`src/lcc_pkg.sv`:
```
// Purpose: Shared constants and types for the logic cell cluster.
// Assumes: AXI4-Lite register access with 32-bit data.
// Notes: Offsets are byte addresses; each register takes one word.
`default_nettype none

package lcc_pkg;
    // Cluster geometry
    localparam int NUM_CELLS = 10;
    localparam int ADDR_W = 8;
    localparam int DATA_W = 32;

    // Register map
    localparam logic [ADDR_W-1:0] CELL_CFG_BASE = 8'h00;
    localparam logic [ADDR_W-1:0] CELL_CFG_LAST = 8'h24;
    localparam logic [ADDR_W-1:0] STATUS_OFS = 8'h28;

    // Status field positions
    localparam int STAT_CARRY_POS = 16;
    localparam int STAT_CASC_POS = 17;
    localparam int STAT_CONFLICT_POS = 18;

    // Reset values
    localparam logic [DATA_W-1:0] CELL_CFG_RST = 32'h0000_0000;

    // Cell operating modes
    localparam logic [1:0] MODE_NORMAL = 2'h0;
    localparam logic [1:0] MODE_ARITH = 2'h1;
    localparam logic [1:0] MODE_COUNTER = 2'h2;

    // AXI responses
    localparam logic [1:0] RESP_OKAY = 2'h0;
    localparam logic [1:0] RESP_SLVERR = 2'h2;

    // Per-cell configuration word
    typedef struct packed {
        logic [5:0] spare;     // Reads back as written, no effect
        logic cin_tap;         // Route carry-in to the cell output
        logic pack_en;         // Register takes operand_in_d directly
        logic fb_en;           // Register feedback into operand A
        logic use_cin;         // Normal mode LUT input 2 is carry-in
        logic ce_sel;          // Which cluster clock enable to use
        logic casc_or;         // Cascade joins by OR instead of AND
        logic casc_en;         // Join LUT result with cascade-in
        logic reg_sel;         // Cell output comes from register
        logic [1:0] mode;      // Operating mode
        logic [15:0] lut_mask; // LUT truth table
    } lcc_cell_cfg_t;

    // Carry and cascade pair between neighbouring clusters
    typedef struct packed {
        logic carry;
        logic cascade;
    } lcc_chain_t;
endpackage : lcc_pkg

`default_nettype wire

```
`src/lcc_cluster.sv`:
```
// Purpose: Cluster of ten programmable logic cells with carry and cascade chains.
// Assumes: Data inputs, enables, clear and load come from same-clock routing.
// Notes: Cell configuration is written over AXI4-Lite; status reads cell state.
//
// Contract
// RL1: Ten cells, chains linked in order.
// RL2: Carry-in feeds LUT and next carry.
// RL3: Carry leaves toward next same-parity cluster.
// RL4: n-bit adder fits n+1 cells.
// RL5: Sum selectable direct or registered.
// RL6: Carry-out to next carry-in; last routable.
// RL7: Cascade joins by AND or OR.
// RL8: Each cascaded cell adds four inputs.
// RL9: Cascade leaves toward next same-parity cluster.
// RL10: Two cluster clock enables, selectable per cell.
// RL11: Carry-in use in normal disables packing.
// RL12: Register feedback mux only in first cell.
// RL13: Operands A,B serve counter control except cell two.
// RL14: Clear and load hit all cluster registers.
// RL15: Normal mode four-input LUT, carry or C.
// RL16: Normal LUT joins cascade; packing supported.
// RL17: Arithmetic sum LUT, direct or registered.
// RL18: Arithmetic carry LUT from A,B,carry-in.
// RL19: Arithmetic allows cascade; both outputs driven.
// RL20: Counter: enable, direction, clear, load.
// RL21: Counter cluster shares clear/load; conflict flagged.
// RL22: Clear beats load beats counting.
// RL23: Register updates only when enabled.
//
// Added by the designer: the register offsets and the AXI4-Lite slave port.
`default_nettype none

module lcc_cluster (
    input wire logic REF_CLK_I,
    input wire logic RESET_N_I,
    input wire logic CLK_EN_I,
    // AXI4-Lite write address
    input wire logic [lcc_pkg::ADDR_W-1:0] S_AXI_AWADDR_I,
    input wire logic [2:0] S_AXI_AWPROT_I,
    input wire logic S_AXI_AWVALID_I,
    output logic S_AXI_AWREADY_O,
    // AXI4-Lite write data
    input wire logic [lcc_pkg::DATA_W-1:0] S_AXI_WDATA_I,
    input wire logic [3:0] S_AXI_WSTRB_I,
    input wire logic S_AXI_WVALID_I,
    output logic S_AXI_WREADY_O,
    // AXI4-Lite write response
    output logic [1:0] S_AXI_BRESP_O,
    output logic S_AXI_BVALID_O,
    input wire logic S_AXI_BREADY_I,
    // AXI4-Lite read address
    input wire logic [lcc_pkg::ADDR_W-1:0] S_AXI_ARADDR_I,
    input wire logic [2:0] S_AXI_ARPROT_I,
    input wire logic S_AXI_ARVALID_I,
    output logic S_AXI_ARREADY_O,
    // AXI4-Lite read data
    output logic [lcc_pkg::DATA_W-1:0] S_AXI_RDATA_O,
    output logic [1:0] S_AXI_RRESP_O,
    output logic S_AXI_RVALID_O,
    input wire logic S_AXI_RREADY_I,
    // Cell data inputs from local routing
    input wire logic [lcc_pkg::NUM_CELLS-1:0] OPERAND_IN_A_I,
    input wire logic [lcc_pkg::NUM_CELLS-1:0] OPERAND_IN_B_I,
    input wire logic [lcc_pkg::NUM_CELLS-1:0] OPERAND_IN_C_I,
    input wire logic [lcc_pkg::NUM_CELLS-1:0] OPERAND_IN_D_I,
    // Cluster-wide controls
    input wire logic [1:0] CLUSTER_CE_I,
    input wire logic SYNC_CLEAR_I,
    input wire logic SYNC_LOAD_I,
    // Chains from and to the same-parity neighbour clusters
    input wire lcc_pkg::lcc_chain_t CHAIN_IN_I,
    output lcc_pkg::lcc_chain_t CHAIN_OUT_O,
    // Cell results
    output logic [lcc_pkg::NUM_CELLS-1:0] CELL_COMB_O,
    output logic [lcc_pkg::NUM_CELLS-1:0] CELL_REG_O,
    output logic [lcc_pkg::NUM_CELLS-1:0] CELL_OUT_O
);

    localparam int N = lcc_pkg::NUM_CELLS;

    // Three-input LUT lookup, used by sum and carry halves
    function automatic logic lut3(input logic [7:0] mask, input logic [2:0] idx);
        lut3 = mask[idx];
    endfunction : lut3

    // Configuration storage, one word per cell
    lcc_pkg::lcc_cell_cfg_t cfg_q [N];

    // Chain nets, index i is the input to cell i
    logic [N:0] carry_w;
    logic [N:0] casc_w;
    logic [N-1:0] cell_q;          // Cell registers
    logic [N-1:0] comb_w;          // Unregistered cell result
    logic [N-1:0] cnt_cell_w;      // Cell runs in counter mode
    logic [N-1:0] reg_used_w;      // Cell register is in use

    // Bus state
    logic aw_full_q;               // Write address held
    logic w_full_q;                // Write data held
    logic [lcc_pkg::ADDR_W-1:0] aw_addr_q;
    logic [lcc_pkg::DATA_W-1:0] w_data_q;
    logic [3:0] w_strb_q;
    logic bvalid_q;
    logic [1:0] bresp_q;
    logic rvalid_q;
    logic [1:0] rresp_q;
    logic [lcc_pkg::DATA_W-1:0] rdata_q;

    // RL1: chain entry
    // Chains enter at cell one from the neighbouring cluster
    assign carry_w[0] = CHAIN_IN_I.carry;
    assign casc_w[0] = CHAIN_IN_I.cascade;

    // RL3: carry leaves cluster
    // RL9: cascade leaves cluster
    // Last cell drives the port wired two clusters onward
    assign CHAIN_OUT_O.carry = carry_w[N];
    assign CHAIN_OUT_O.cascade = casc_w[N];

    // Ten cells in chain order
    genvar gi;
    generate
        for (gi = 0; gi < N; gi++) begin : g_cell
            lcc_pkg::lcc_cell_cfg_t cfg_w;
            logic op_a_w;          // Operand A after feedback mux
            logic cin_w;           // Carry into this cell
            logic lut4_w;          // Normal mode LUT result
            logic sum_w;           // Arithmetic first LUT
            logic arith_cout_w;    // Arithmetic second LUT
            logic lut_w;           // LUT result for this mode
            logic casc_out_w;      // Cascade toward next cell
            logic cnt_en_w;        // Counter enable
            logic cnt_up_w;        // Counter direction
            logic cnt_cout_w;      // Counter carry toward next bit
            logic pack_ok_w;       // Packing allowed
            logic ce_w;            // Selected enable
            logic d_w;             // Register next value

            assign cfg_w = cfg_q[gi];
            assign cin_w = carry_w[gi];

            // RL12: feedback mux
            // Only the first cell can loop its register into operand A
            if (gi == 0) begin : g_fb
                assign op_a_w = cfg_w.fb_en ? cell_q[gi] : OPERAND_IN_A_I[gi];
            end else begin : g_nofb
                assign op_a_w = OPERAND_IN_A_I[gi];
            end

            // RL15: four-input LUT
            // RL2: carry-in into LUT
            // Input two is carry-in or operand C
            assign lut4_w = cfg_w.lut_mask[{OPERAND_IN_D_I[gi],
                (cfg_w.use_cin ? cin_w : OPERAND_IN_C_I[gi]),
                OPERAND_IN_B_I[gi], op_a_w}];

            // RL17: sum LUT
            // Lower eight mask bits give f(carry-in, B, A)
            assign sum_w = lut3(cfg_w.lut_mask[7:0], {cin_w, OPERAND_IN_B_I[gi], op_a_w});

            // RL18: carry LUT
            // Upper eight mask bits give carry-out from the same three signals
            assign arith_cout_w = lut3(cfg_w.lut_mask[15:8],
                {cin_w, OPERAND_IN_B_I[gi], op_a_w});

            // LUT result for the chosen mode
            assign lut_w = (cfg_w.mode == lcc_pkg::MODE_ARITH) ? sum_w : lut4_w;

            // RL7: AND or OR join
            // RL16: normal cascade
            // RL19: arithmetic cascade
            // RL8: four inputs per cell
            // casc_or picks OR or AND of the LUT result and cascade-in; with casc_en off the LUT result passes alone
            assign casc_out_w = !cfg_w.casc_en ? lut_w :
                (cfg_w.casc_or ? (lut_w | casc_w[gi]) : (lut_w & casc_w[gi]));
            assign casc_w[gi+1] = casc_out_w;

            // RL13: counter controls
            // The second cell cannot take control from A and B; it counts up
            if (gi == 1) begin : g_cnt_fixed
                assign cnt_en_w = 1'b1;
                assign cnt_up_w = 1'b1;
            end else begin : g_cnt_ops
                assign cnt_en_w = op_a_w;
                assign cnt_up_w = OPERAND_IN_B_I[gi];
            end

            // Counter bit toggles when carry-in says lower bits roll over
            assign cnt_cout_w = cnt_en_w & cin_w &
                (cnt_up_w ? cell_q[gi] : ~cell_q[gi]);

            // RL6: carry to next cell
            // RL2: carry onward
            // Normal mode passes no carry
            assign carry_w[gi+1] =
                (cfg_w.mode == lcc_pkg::MODE_ARITH) ? arith_cout_w :
                (cfg_w.mode == lcc_pkg::MODE_COUNTER) ? cnt_cout_w :
                1'b0;

            // RL11: no packing with carry-in
            assign pack_ok_w = cfg_w.pack_en &
                !(cfg_w.mode == lcc_pkg::MODE_NORMAL && cfg_w.use_cin);

            // RL4: final carry tap
            // An extra cell can carry the chain's last carry out as data
            assign comb_w[gi] = cfg_w.cin_tap ? cin_w : casc_out_w;

            // RL10: enable selection
            assign ce_w = CLK_EN_I & CLUSTER_CE_I[cfg_w.ce_sel];

            // RL22: clear, load, count
            // RL14: shared clear and load
            // RL20: counter operations
            always_comb begin
                if (SYNC_CLEAR_I) begin
                    d_w = 1'b0;
                end else if (SYNC_LOAD_I) begin
                    d_w = OPERAND_IN_C_I[gi];
                end else if (cfg_w.mode == lcc_pkg::MODE_COUNTER) begin
                    d_w = cell_q[gi] ^ (cnt_en_w & cin_w);
                end else if (pack_ok_w) begin
                    // Packed register takes operand D alone
                    d_w = OPERAND_IN_D_I[gi];
                end else begin
                    d_w = comb_w[gi];
                end
            end

            // RL23: enabled update
            // Cell register
            always_ff @(posedge REF_CLK_I or negedge RESET_N_I) begin
                if (!RESET_N_I) begin
                    cell_q[gi] <= 1'b0;
                end else if (ce_w) begin
                    cell_q[gi] <= d_w;
                end
            end

            // Register use for the sharing check
            assign cnt_cell_w[gi] = (cfg_w.mode == lcc_pkg::MODE_COUNTER);
            assign reg_used_w[gi] = cfg_w.reg_sel | pack_ok_w;

            // RL5: direct or registered
            // RL19: both results out
            assign CELL_COMB_O[gi] = comb_w[gi];
            assign CELL_REG_O[gi] = cell_q[gi];
            assign CELL_OUT_O[gi] = cfg_w.reg_sel ? cell_q[gi] : comb_w[gi];
        end
    endgenerate

    // RL21: sharing conflict
    // Registered non-counter cells beside a counter see its clear and load
    logic conflict_w;
    assign conflict_w = (|cnt_cell_w) & (|(reg_used_w & ~cnt_cell_w));

    // Write address decode
    logic wr_go_w;
    logic wr_hit_w;
    logic [3:0] wr_idx_w;
    assign wr_go_w = CLK_EN_I & aw_full_q & w_full_q & !bvalid_q;
    assign wr_hit_w = (aw_addr_q[1:0] == 2'h0) && (aw_addr_q <= lcc_pkg::CELL_CFG_LAST);
    assign wr_idx_w = aw_addr_q[5:2];

    // Handshake outputs
    assign S_AXI_AWREADY_O = CLK_EN_I & !aw_full_q;
    assign S_AXI_WREADY_O = CLK_EN_I & !w_full_q;
    assign S_AXI_ARREADY_O = CLK_EN_I & !rvalid_q;
    assign S_AXI_BVALID_O = bvalid_q;
    assign S_AXI_BRESP_O = bresp_q;
    assign S_AXI_RVALID_O = rvalid_q;
    assign S_AXI_RRESP_O = rresp_q;
    assign S_AXI_RDATA_O = rdata_q;

    // Write address and data capture, in either order
    always_ff @(posedge REF_CLK_I or negedge RESET_N_I) begin
        if (!RESET_N_I) begin
            aw_full_q <= 1'b0;
            w_full_q <= 1'b0;
            aw_addr_q <= '0;
            w_data_q <= '0;
            w_strb_q <= 4'h0;
        end else if (CLK_EN_I) begin
            if (S_AXI_AWVALID_I && !aw_full_q) begin
                aw_full_q <= 1'b1;
                aw_addr_q <= S_AXI_AWADDR_I;
            end else if (wr_go_w) begin
                aw_full_q <= 1'b0;
            end
            if (S_AXI_WVALID_I && !w_full_q) begin
                w_full_q <= 1'b1;
                w_data_q <= S_AXI_WDATA_I;
                w_strb_q <= S_AXI_WSTRB_I;
            end else if (wr_go_w) begin
                w_full_q <= 1'b0;
            end
        end
    end

    // Write response
    always_ff @(posedge REF_CLK_I or negedge RESET_N_I) begin
        if (!RESET_N_I) begin
            bvalid_q <= 1'b0;
            bresp_q <= lcc_pkg::RESP_OKAY;
        end else if (CLK_EN_I) begin
            if (wr_go_w) begin
                bvalid_q <= 1'b1;
                bresp_q <= (wr_hit_w || aw_addr_q == lcc_pkg::STATUS_OFS) ?
                    lcc_pkg::RESP_OKAY : lcc_pkg::RESP_SLVERR;
            end else if (S_AXI_BREADY_I) begin
                bvalid_q <= 1'b0;
            end
        end
    end

    // Configuration words, byte lanes honoured
    always_ff @(posedge REF_CLK_I or negedge RESET_N_I) begin
        if (!RESET_N_I) begin
            for (int i = 0; i < N; i++) begin
                cfg_q[i] <= lcc_pkg::CELL_CFG_RST;
            end
        end else if (wr_go_w && wr_hit_w) begin
            for (int b = 0; b < 4; b++) begin
                if (w_strb_q[b]) begin
                    cfg_q[wr_idx_w][b*8 +: 8] <= w_data_q[b*8 +: 8];
                end
            end
        end
    end

    // Read decode
    logic [3:0] rd_idx_w;
    logic rd_cfg_w;
    logic rd_stat_w;
    logic [lcc_pkg::DATA_W-1:0] stat_w;
    assign rd_idx_w = S_AXI_ARADDR_I[5:2];
    assign rd_cfg_w = (S_AXI_ARADDR_I[1:0] == 2'h0) &&
        (S_AXI_ARADDR_I <= lcc_pkg::CELL_CFG_LAST);
    assign rd_stat_w = (S_AXI_ARADDR_I == lcc_pkg::STATUS_OFS);

    // Status word: register bits, chain outputs, conflict flag
    always_comb begin
        stat_w = '0;
        stat_w[N-1:0] = cell_q;
        stat_w[lcc_pkg::STAT_CARRY_POS] = carry_w[N];
        stat_w[lcc_pkg::STAT_CASC_POS] = casc_w[N];
        stat_w[lcc_pkg::STAT_CONFLICT_POS] = conflict_w;
    end

    // Read channel, one outstanding read
    always_ff @(posedge REF_CLK_I or negedge RESET_N_I) begin
        if (!RESET_N_I) begin
            rvalid_q <= 1'b0;
            rresp_q <= lcc_pkg::RESP_OKAY;
            rdata_q <= '0;
        end else if (CLK_EN_I) begin
            if (S_AXI_ARVALID_I && !rvalid_q) begin
                rvalid_q <= 1'b1;
                if (rd_cfg_w) begin
                    rdata_q <= cfg_q[rd_idx_w];
                    rresp_q <= lcc_pkg::RESP_OKAY;
                end else if (rd_stat_w) begin
                    rdata_q <= stat_w;
                    rresp_q <= lcc_pkg::RESP_OKAY;
                end else begin
                    // Unmapped: zero data, slave error
                    rdata_q <= '0;
                    rresp_q <= lcc_pkg::RESP_SLVERR;
                end
            end else if (S_AXI_RREADY_I) begin
                rvalid_q <= 1'b0;
            end
        end
    end

endmodule : lcc_cluster

`default_nettype wire

```
`config.mk`:
```
export PLATFORM = sky130hd
export DESIGN_NAME = lcc_cluster
export DESIGN_NICKNAME = d
export VERILOG_FILES = /design/src/lcc_pkg.sv /design/src/lcc_cluster.sv
export SDC_FILE = /design/constraint.sdc
export NUM_CORES = 1
export LEC_CHECK = 0
export BUFFER_PORTS_ARGS = -buffer_cell sky130_fd_sc_hd__buf_2
export CAP_MARGIN = 40
export CORE_ASPECT_RATIO = 0.6
export CORE_MARGIN = 2
export CORE_UTILIZATION = 55
export CTS_BUF_LIST = sky130_fd_sc_hd__clkbuf_8 sky130_fd_sc_hd__clkbuf_16
export CTS_CLUSTER_SIZE = 8
export DETAILED_ROUTE_END_ITERATION = 12
export GPL_TIMING_DRIVEN = 0
export PLACE_DENSITY = 0.84
export RECOVER_POWER = 50
export SYNTH_ARGS = -nofsm -noshare
export SYNTH_HDL_FRONTEND = slang
export SYNTH_SLANG_ARGS = --single-unit
```
`constraint.sdc`:
```
create_clock -name REF_CLK_I -period 17.46 [get_ports REF_CLK_I]
set_input_delay 1.746 -clock REF_CLK_I [delete_from_list [all_inputs] [get_ports REF_CLK_I]]
set_output_delay 1.746 -clock REF_CLK_I [all_outputs]
set_load 0.01 [all_outputs]
```
# Yosys cells after proc, flatten, opt, wreduce, memory -nomap -nowiden
# Cells that the tools add are included.
# word_totals
ff_bits,414
inputBits,112
word_cells,588
# op_classes
magnitude_cmp,35
n_eq_ne,22
n_mux,244
bitwise,99
reduce_logical,58
# ops
op,count
two-way mux 320 bit,7
bitwise mux 320 bit,4
demux 32 bit (select 4 bit),4
two-way mux 1 bit,187
binary-select mux 32 bit (select 4 bit),1
two-way mux 32 bit,4
binary-select mux 1 bit (select 3 bit),20
AND 1 bit,56
less-than comparator 4 x 5 -> 1 bit (second input constant),10
binary-select mux 1 bit (select 4 bit),10
less-than comparator 3 x 4 -> 1 bit (second input constant),10
logical NOT 2 bit,12
two-way mux 24 bit,1
== test 2 x 1 -> 1 bit (second input constant),10
== test 2 bit (second input constant),10
less-than comparator 1 x 2 -> 1 bit (second input constant),10
bitwise OR 1 bit,20
OR reduction 10 bit,2
two-way mux 19 bit,1
logical AND 1 bit,17
== test 8 x 6 -> 1 bit (second input constant),2
less-or-equal comparator 8 x 6 -> 1 bit (second input constant),2
two-way mux 16 bit,1
AND reduction 2 bit,8
other kinds (12),49

# Logic depth before layout (Yosys ltp)
# logic_depth
word_depth,48
ltp_mapped,24

# Worst setup path before layout
# No wires, ideal clock.
# synth_timing
path_kind,input -> output
from,input OPERAND_IN_A_I[0] (netlist name)
to,output CELL_OUT_O[9] (netlist name)
arrival_time_ns,6.409
required_ns,15.714
setup_slack_ns,9.305
stages,22
path_buffers,1
path_cell_list,mux2i_4 -> mux2_4 -> o221a_4 -> inv_6 -> ha_1 -> and3b_1 -> clkbuf_1 -> nor2_1 -> a22oi_1 -> a2bb2oi_1 -> nand2_1 -> o22ai_2 -> mux2_1 -> a211oi_2 -> o221ai_2 -> a21oi_1 -> a2111oi_0 -> o31ai_1 -> a31oi_1 -> o221ai_1 -> and3_1 -> mux2_2
# synth_between
elab_chain_cells,45
elab_cells_between_ends,155
classes_between,mux (118); bitwise (37)
# synth_lines
element,line,source
start: declaration,lcc_cluster.sv:62,"input wire logic [lcc_pkg::NUM_CELLS-1:0] OPERAND_IN_A_I,"
two-way mux 1 bit *,lcc_cluster.sv:145,assign op_a_w = cfg_w.fb_en ? cell_q[gi] : OPERAND_IN_A_I[gi];
branches (longest 42 deep; another with binary-select mux 1 bit (select 3 bit)),-,
two-way mux 1 bit *,lcc_cluster.sv:206,assign comb_w[gi] = cfg_w.cin_tap ? cin_w : casc_out_w;
"net CELL_COMB_O, one bit",lcc_cluster.sv:74,"output logic [lcc_pkg::NUM_CELLS-1:0] CELL_COMB_O,"
two-way mux 1 bit *,lcc_cluster.sv:247,assign CELL_OUT_O[gi] = cfg_w.reg_sel ? cell_q[gi] : comb_w[gi];
end: declaration,lcc_cluster.sv:76,output logic [lcc_pkg::NUM_CELLS-1:0] CELL_OUT_O
# Mark *: on every way through the listed nets, which the timed path passes. The select of a mux whose other input is x is not followed.

# Worst setup path in the final report
# layout_timing
from,input OPERAND_IN_A_I[0] (netlist name)
to,output CELL_OUT_O[9] (netlist name)
# layout_between
elab_chain_cells,45
elab_cells_between_ends,155
classes_between,mux (118); bitwise (37)
# layout_lines
element,line
two-way mux 1 bit *,lcc_cluster.sv:145
branches (longest 42 deep; another with binary-select mux 1 bit (select 3 bit)),-
two-way mux 1 bit *,lcc_cluster.sv:206
two-way mux 1 bit *,lcc_cluster.sv:247
# Mark *: on every way between the ends. The select of a mux whose other input is x is not followed.

==> flow_summary.json <==
{
  "worstSetupStartpointType": "primary input",
  "rsz0062_at_grt": "no",
  "synth_flop_cell": "dfrtp_1",
  "skew_ns": 0.0280,
  "post_cts_buffers": 0,
  "num_rows": 57,
  "multi_input_area_um2": 11400,
  "antenna_found_initial": 3,
  "grt_pass1_wl_mm": 116,
  "initial_core_util": 0.554,
  "power_density_nw_per_um2": 110,
  "vias_per_cell": 6.93,
  "drtAntennaViolNets": 0,
  "status": "complete, but fails checks",
  "async_flop_share": 1.00,
  "synth_area_um2": 22300,
  "finalPower_w": 0.00279,
  "yosys.area.top_type_share": 0.462,
  "violations": "capacitance limit, slew limit",
  "hp-class": "reg -> reg",
  "port_buffers": 162,
  "die_area_um2": 42200,
  "p_leak_nw": 11.4,
  "cts-root-buf": "clkbuf_16",
  "finalWeightedCongestion": 1.03,
  "first_pass_iters": 8,
  "nFillCells": 3107,
  "coreArea_um2": 40200,
  "clock_latency_ns": 0.61,
  "critPathBufInv": 5,
  "setup_violations": 0,
  "gr-total-overflow": 0,
  "path_max_fanout": 8,
  "tns_ns": 0,
  "yosys-top-cells-count": "dfrtp_1 (412), mux2_2 (383), nand2_1 (124)",
  "num_vias": 18114,
  "ys_ff_latch": 412,
  "drive_above_1_share": 0.345,
  "grt_pass1_vias": 17605,
  "hold_viol_final": 0,
  "fin_crit_ns": 10.46,
  "route.detailed.drc": 0,
  "fmax_mhz": 95.6,
  "cp-end-kind": "output pin",
  "crit_path_max_incr_delay_ns": 0.75,
  "seq_area_um2": 10300,
  "ir_worst_vdd_v": 0.0000894,
  "worst-setup-path-type": "in -> out",
  "syn2layout_area_growth_pct": 14.1,
  "path_delay_family": "compound AO/OA/AOI/OAI gates",
  "worst-slew-pin-transition_ns": 5.76,
  "cts_resized": 0,
  "synth_seq_area_share": 0.462,
  "dp_hpwl_mm": 61.6,
  "synth_most_common_cell": "dfrtp_1",
  "finalNetCount": 2190,
  "clock_path_buffers": 3,
  "synth-edff-count": 0,
  "crit_path_top_delay_cell": "a2bb2oi_1",
  "grt_max_degree": 129,
  "die_h_um": 160,
  "cts_buffers": 57,
  "drv_slew": 203,
  "crit_path_frequent_cell": "buf_2",
  "drt-initial-drc-count": 2336,
  "ctsHoldBuffers": 0,
  "cts_tree": "yes",
  "avgSynthCellArea_um2": 12.1,
  "ys_types": 86,
  "timing.final.crit_share": 0.599,
  "cts.clk_slew.worst_paths_ns": 0.06,
  "cts.sinks": 412,
  "slew_headroom": -2.84,
  "cp.arrival_ns": 8.71,
  "syn_inst": 1837,
  "ioPinCount": 185,
  "htree_num_levels": 2,
  "synth_area_leaders": "dfrtp_1 (46%), mux2_2 (19%), mux4_2 (10%)",
  "yosys.area.top_type": "dfrtp_1",
  "wire_per_inst_um": 30.6,
  "finalWirelength_mm": 79.8,
  "required_ns": 15.71,
  "fp.dieW_um": 264,
  "yosysWarnings": 0,
  "drv_cap": 2,
  "grt_use_total": 0.377
}
## worst register-to-register path, delay by kind of cell (launching register included)
kind            cells  cell delay, ns
mux                 3            1.26
flops               1            0.53
buf+inv             3            0.72
compound gates     13            4.19
simple gates        3            0.47
fa+ha+maj           1            0.22
## per-layer routing
metal / track usage / part of all wire / up-vias / routed length, um
li1: - / - / 7349 / -
met4: 0.106 / 0.029 / 2 / 2350
met3: 0.187 / 0.17 / 196 / 13800
met1: 0.545 / 0.40 / 9200 / 31900
met5: 0 / 0.00016 / - / 13
met2: 0.498 / 0.40 / 1367 / 31700
## state kept, by name, summed over array words and instances (netlist names)
register / flops
CELL_REG_O: 10
S_AXI_BRESP_O: 1
S_AXI_BVALID_O: 1
S_AXI_RDATA_O: 32
S_AXI_RRESP_O: 1
S_AXI_RVALID_O: 1
aw_addr_q: 8
aw_full_q: 1
cfg_q: 320
w_data_q: 32
w_full_q: 1
w_strb_q: 4
## layout by cell type (no fill, tap or decap), types with 8 or more instances in the layout
cell type | netlist | routed
clkbuf_16 | 0 | 57
nand3_1 | 48 | 48
o21ai_0 | 120 | 120
a211oi_1 | 10 | 10
a22o_1 | 19 | 19
dfrtp_1 | 412 | 412
xnor2_1 | 9 | 9
o22ai_1 | 13 | 13
nor2_1 | 86 | 86
nand3b_1 | 8 | 8
a22oi_1 | 50 | 50
nand2_1 | 124 | 124
nor2b_1 | 34 | 34
nand2b_1 | 16 | 16
nor3_1 | 9 | 9
clkbuf_1 | 98 | 141
mux4_2 | 103 | 103
a21oi_1 | 44 | 44
o31ai_1 | 12 | 12
and2_1 | 9 | 9
buf_2 | 3 | 130
buf_1 | 11 | 10
a31oi_1 | 10 | 10
mux2i_1 | 29 | 29
inv_1 | 42 | 42
mux2_2 | 383 | 383
## layout make-up
class / instances / area share
Inverter: 43 / 0.00654
Clock inverter: 4 / 0.00280
Multi-Input combinational cell: 1268 / 0.447
Timing Repair Buffer: 180 / 0.0382
Tap cell: 531 / 0.0261
Buffer: 115 / 0.0176
Sequential cell: 412 / 0.405
Antenna cell: 3 / 0.000295
Clock buffer: 57 / 0.0560
## per-stage QoR
step           utilization  setup WS (ns)  hold WS (ns)  instance area [um2]  cells
2_1_floorplan            -           9.30         0.475                22300   1838
6_report             0.633           7.00         0.484                25400   2613
5_1_grt              0.633           5.49         0.510                25400   2611
3_5_place_dp         0.598           7.40         0.470                24000   2549
4_1_cts              0.635           7.37         0.481                25500   2610
3_3_place_gp         0.591           6.76         0.457                23800   2531
## logic make-up after synthesis
logic type	after synthesis	share of synthesized area
AO/OA/AOI/OAI	359	0.109
other	1	0.000168
buffers and inverters	158	0.0275
multiplexers	523	0.316
flip-flops	412	0.462
adder cells (fa/ha/maj)	1	0.000561
XOR/XNOR	15	0.00589
AND/OR/NAND/NOR	368	0.0779
## power breakdown
part	total, W	leakage, nW	switching [W]	internal (W)
clock network	0.000997	0.735	0.000413	0.000584
registers	0.00116	5.49	0.0000990	0.00106
logic	0.000634	5.21	0.000426	0.000208
## path summary, 6_finish.rpt
path / from / cells past startpoint / slack, ns / end
worst max-delay path: OPERAND_IN_A_I[0] / 25 / 7.00 / CELL_OUT_O[9]
worst min-delay path: S_AXI_RDATA_O[0]$_DFFE_PN0P_ / 2 / 0.48 / S_AXI_RDATA_O[0]$_DFFE_PN0P_
worst max register to register: cfg_q[311]$_DFFE_PN0P_ / 23 / 10.02 / S_AXI_RDATA_O[17]$_DFFE_PN0P_
worst min register to register: S_AXI_RDATA_O[0]$_DFFE_PN0P_ / 2 / 0.48 / S_AXI_RDATA_O[0]$_DFFE_PN0P_
max in group asynchronous: RESET_N_I / 2 / 7.06 / cfg_q[82]$_DFFE_PN0P_
min in group asynchronous: RESET_N_I / 1 / 3.26 / cfg_q[0]$_DFFE_PN0P_
Note: power is estimated with default switching activity, not from simulation.
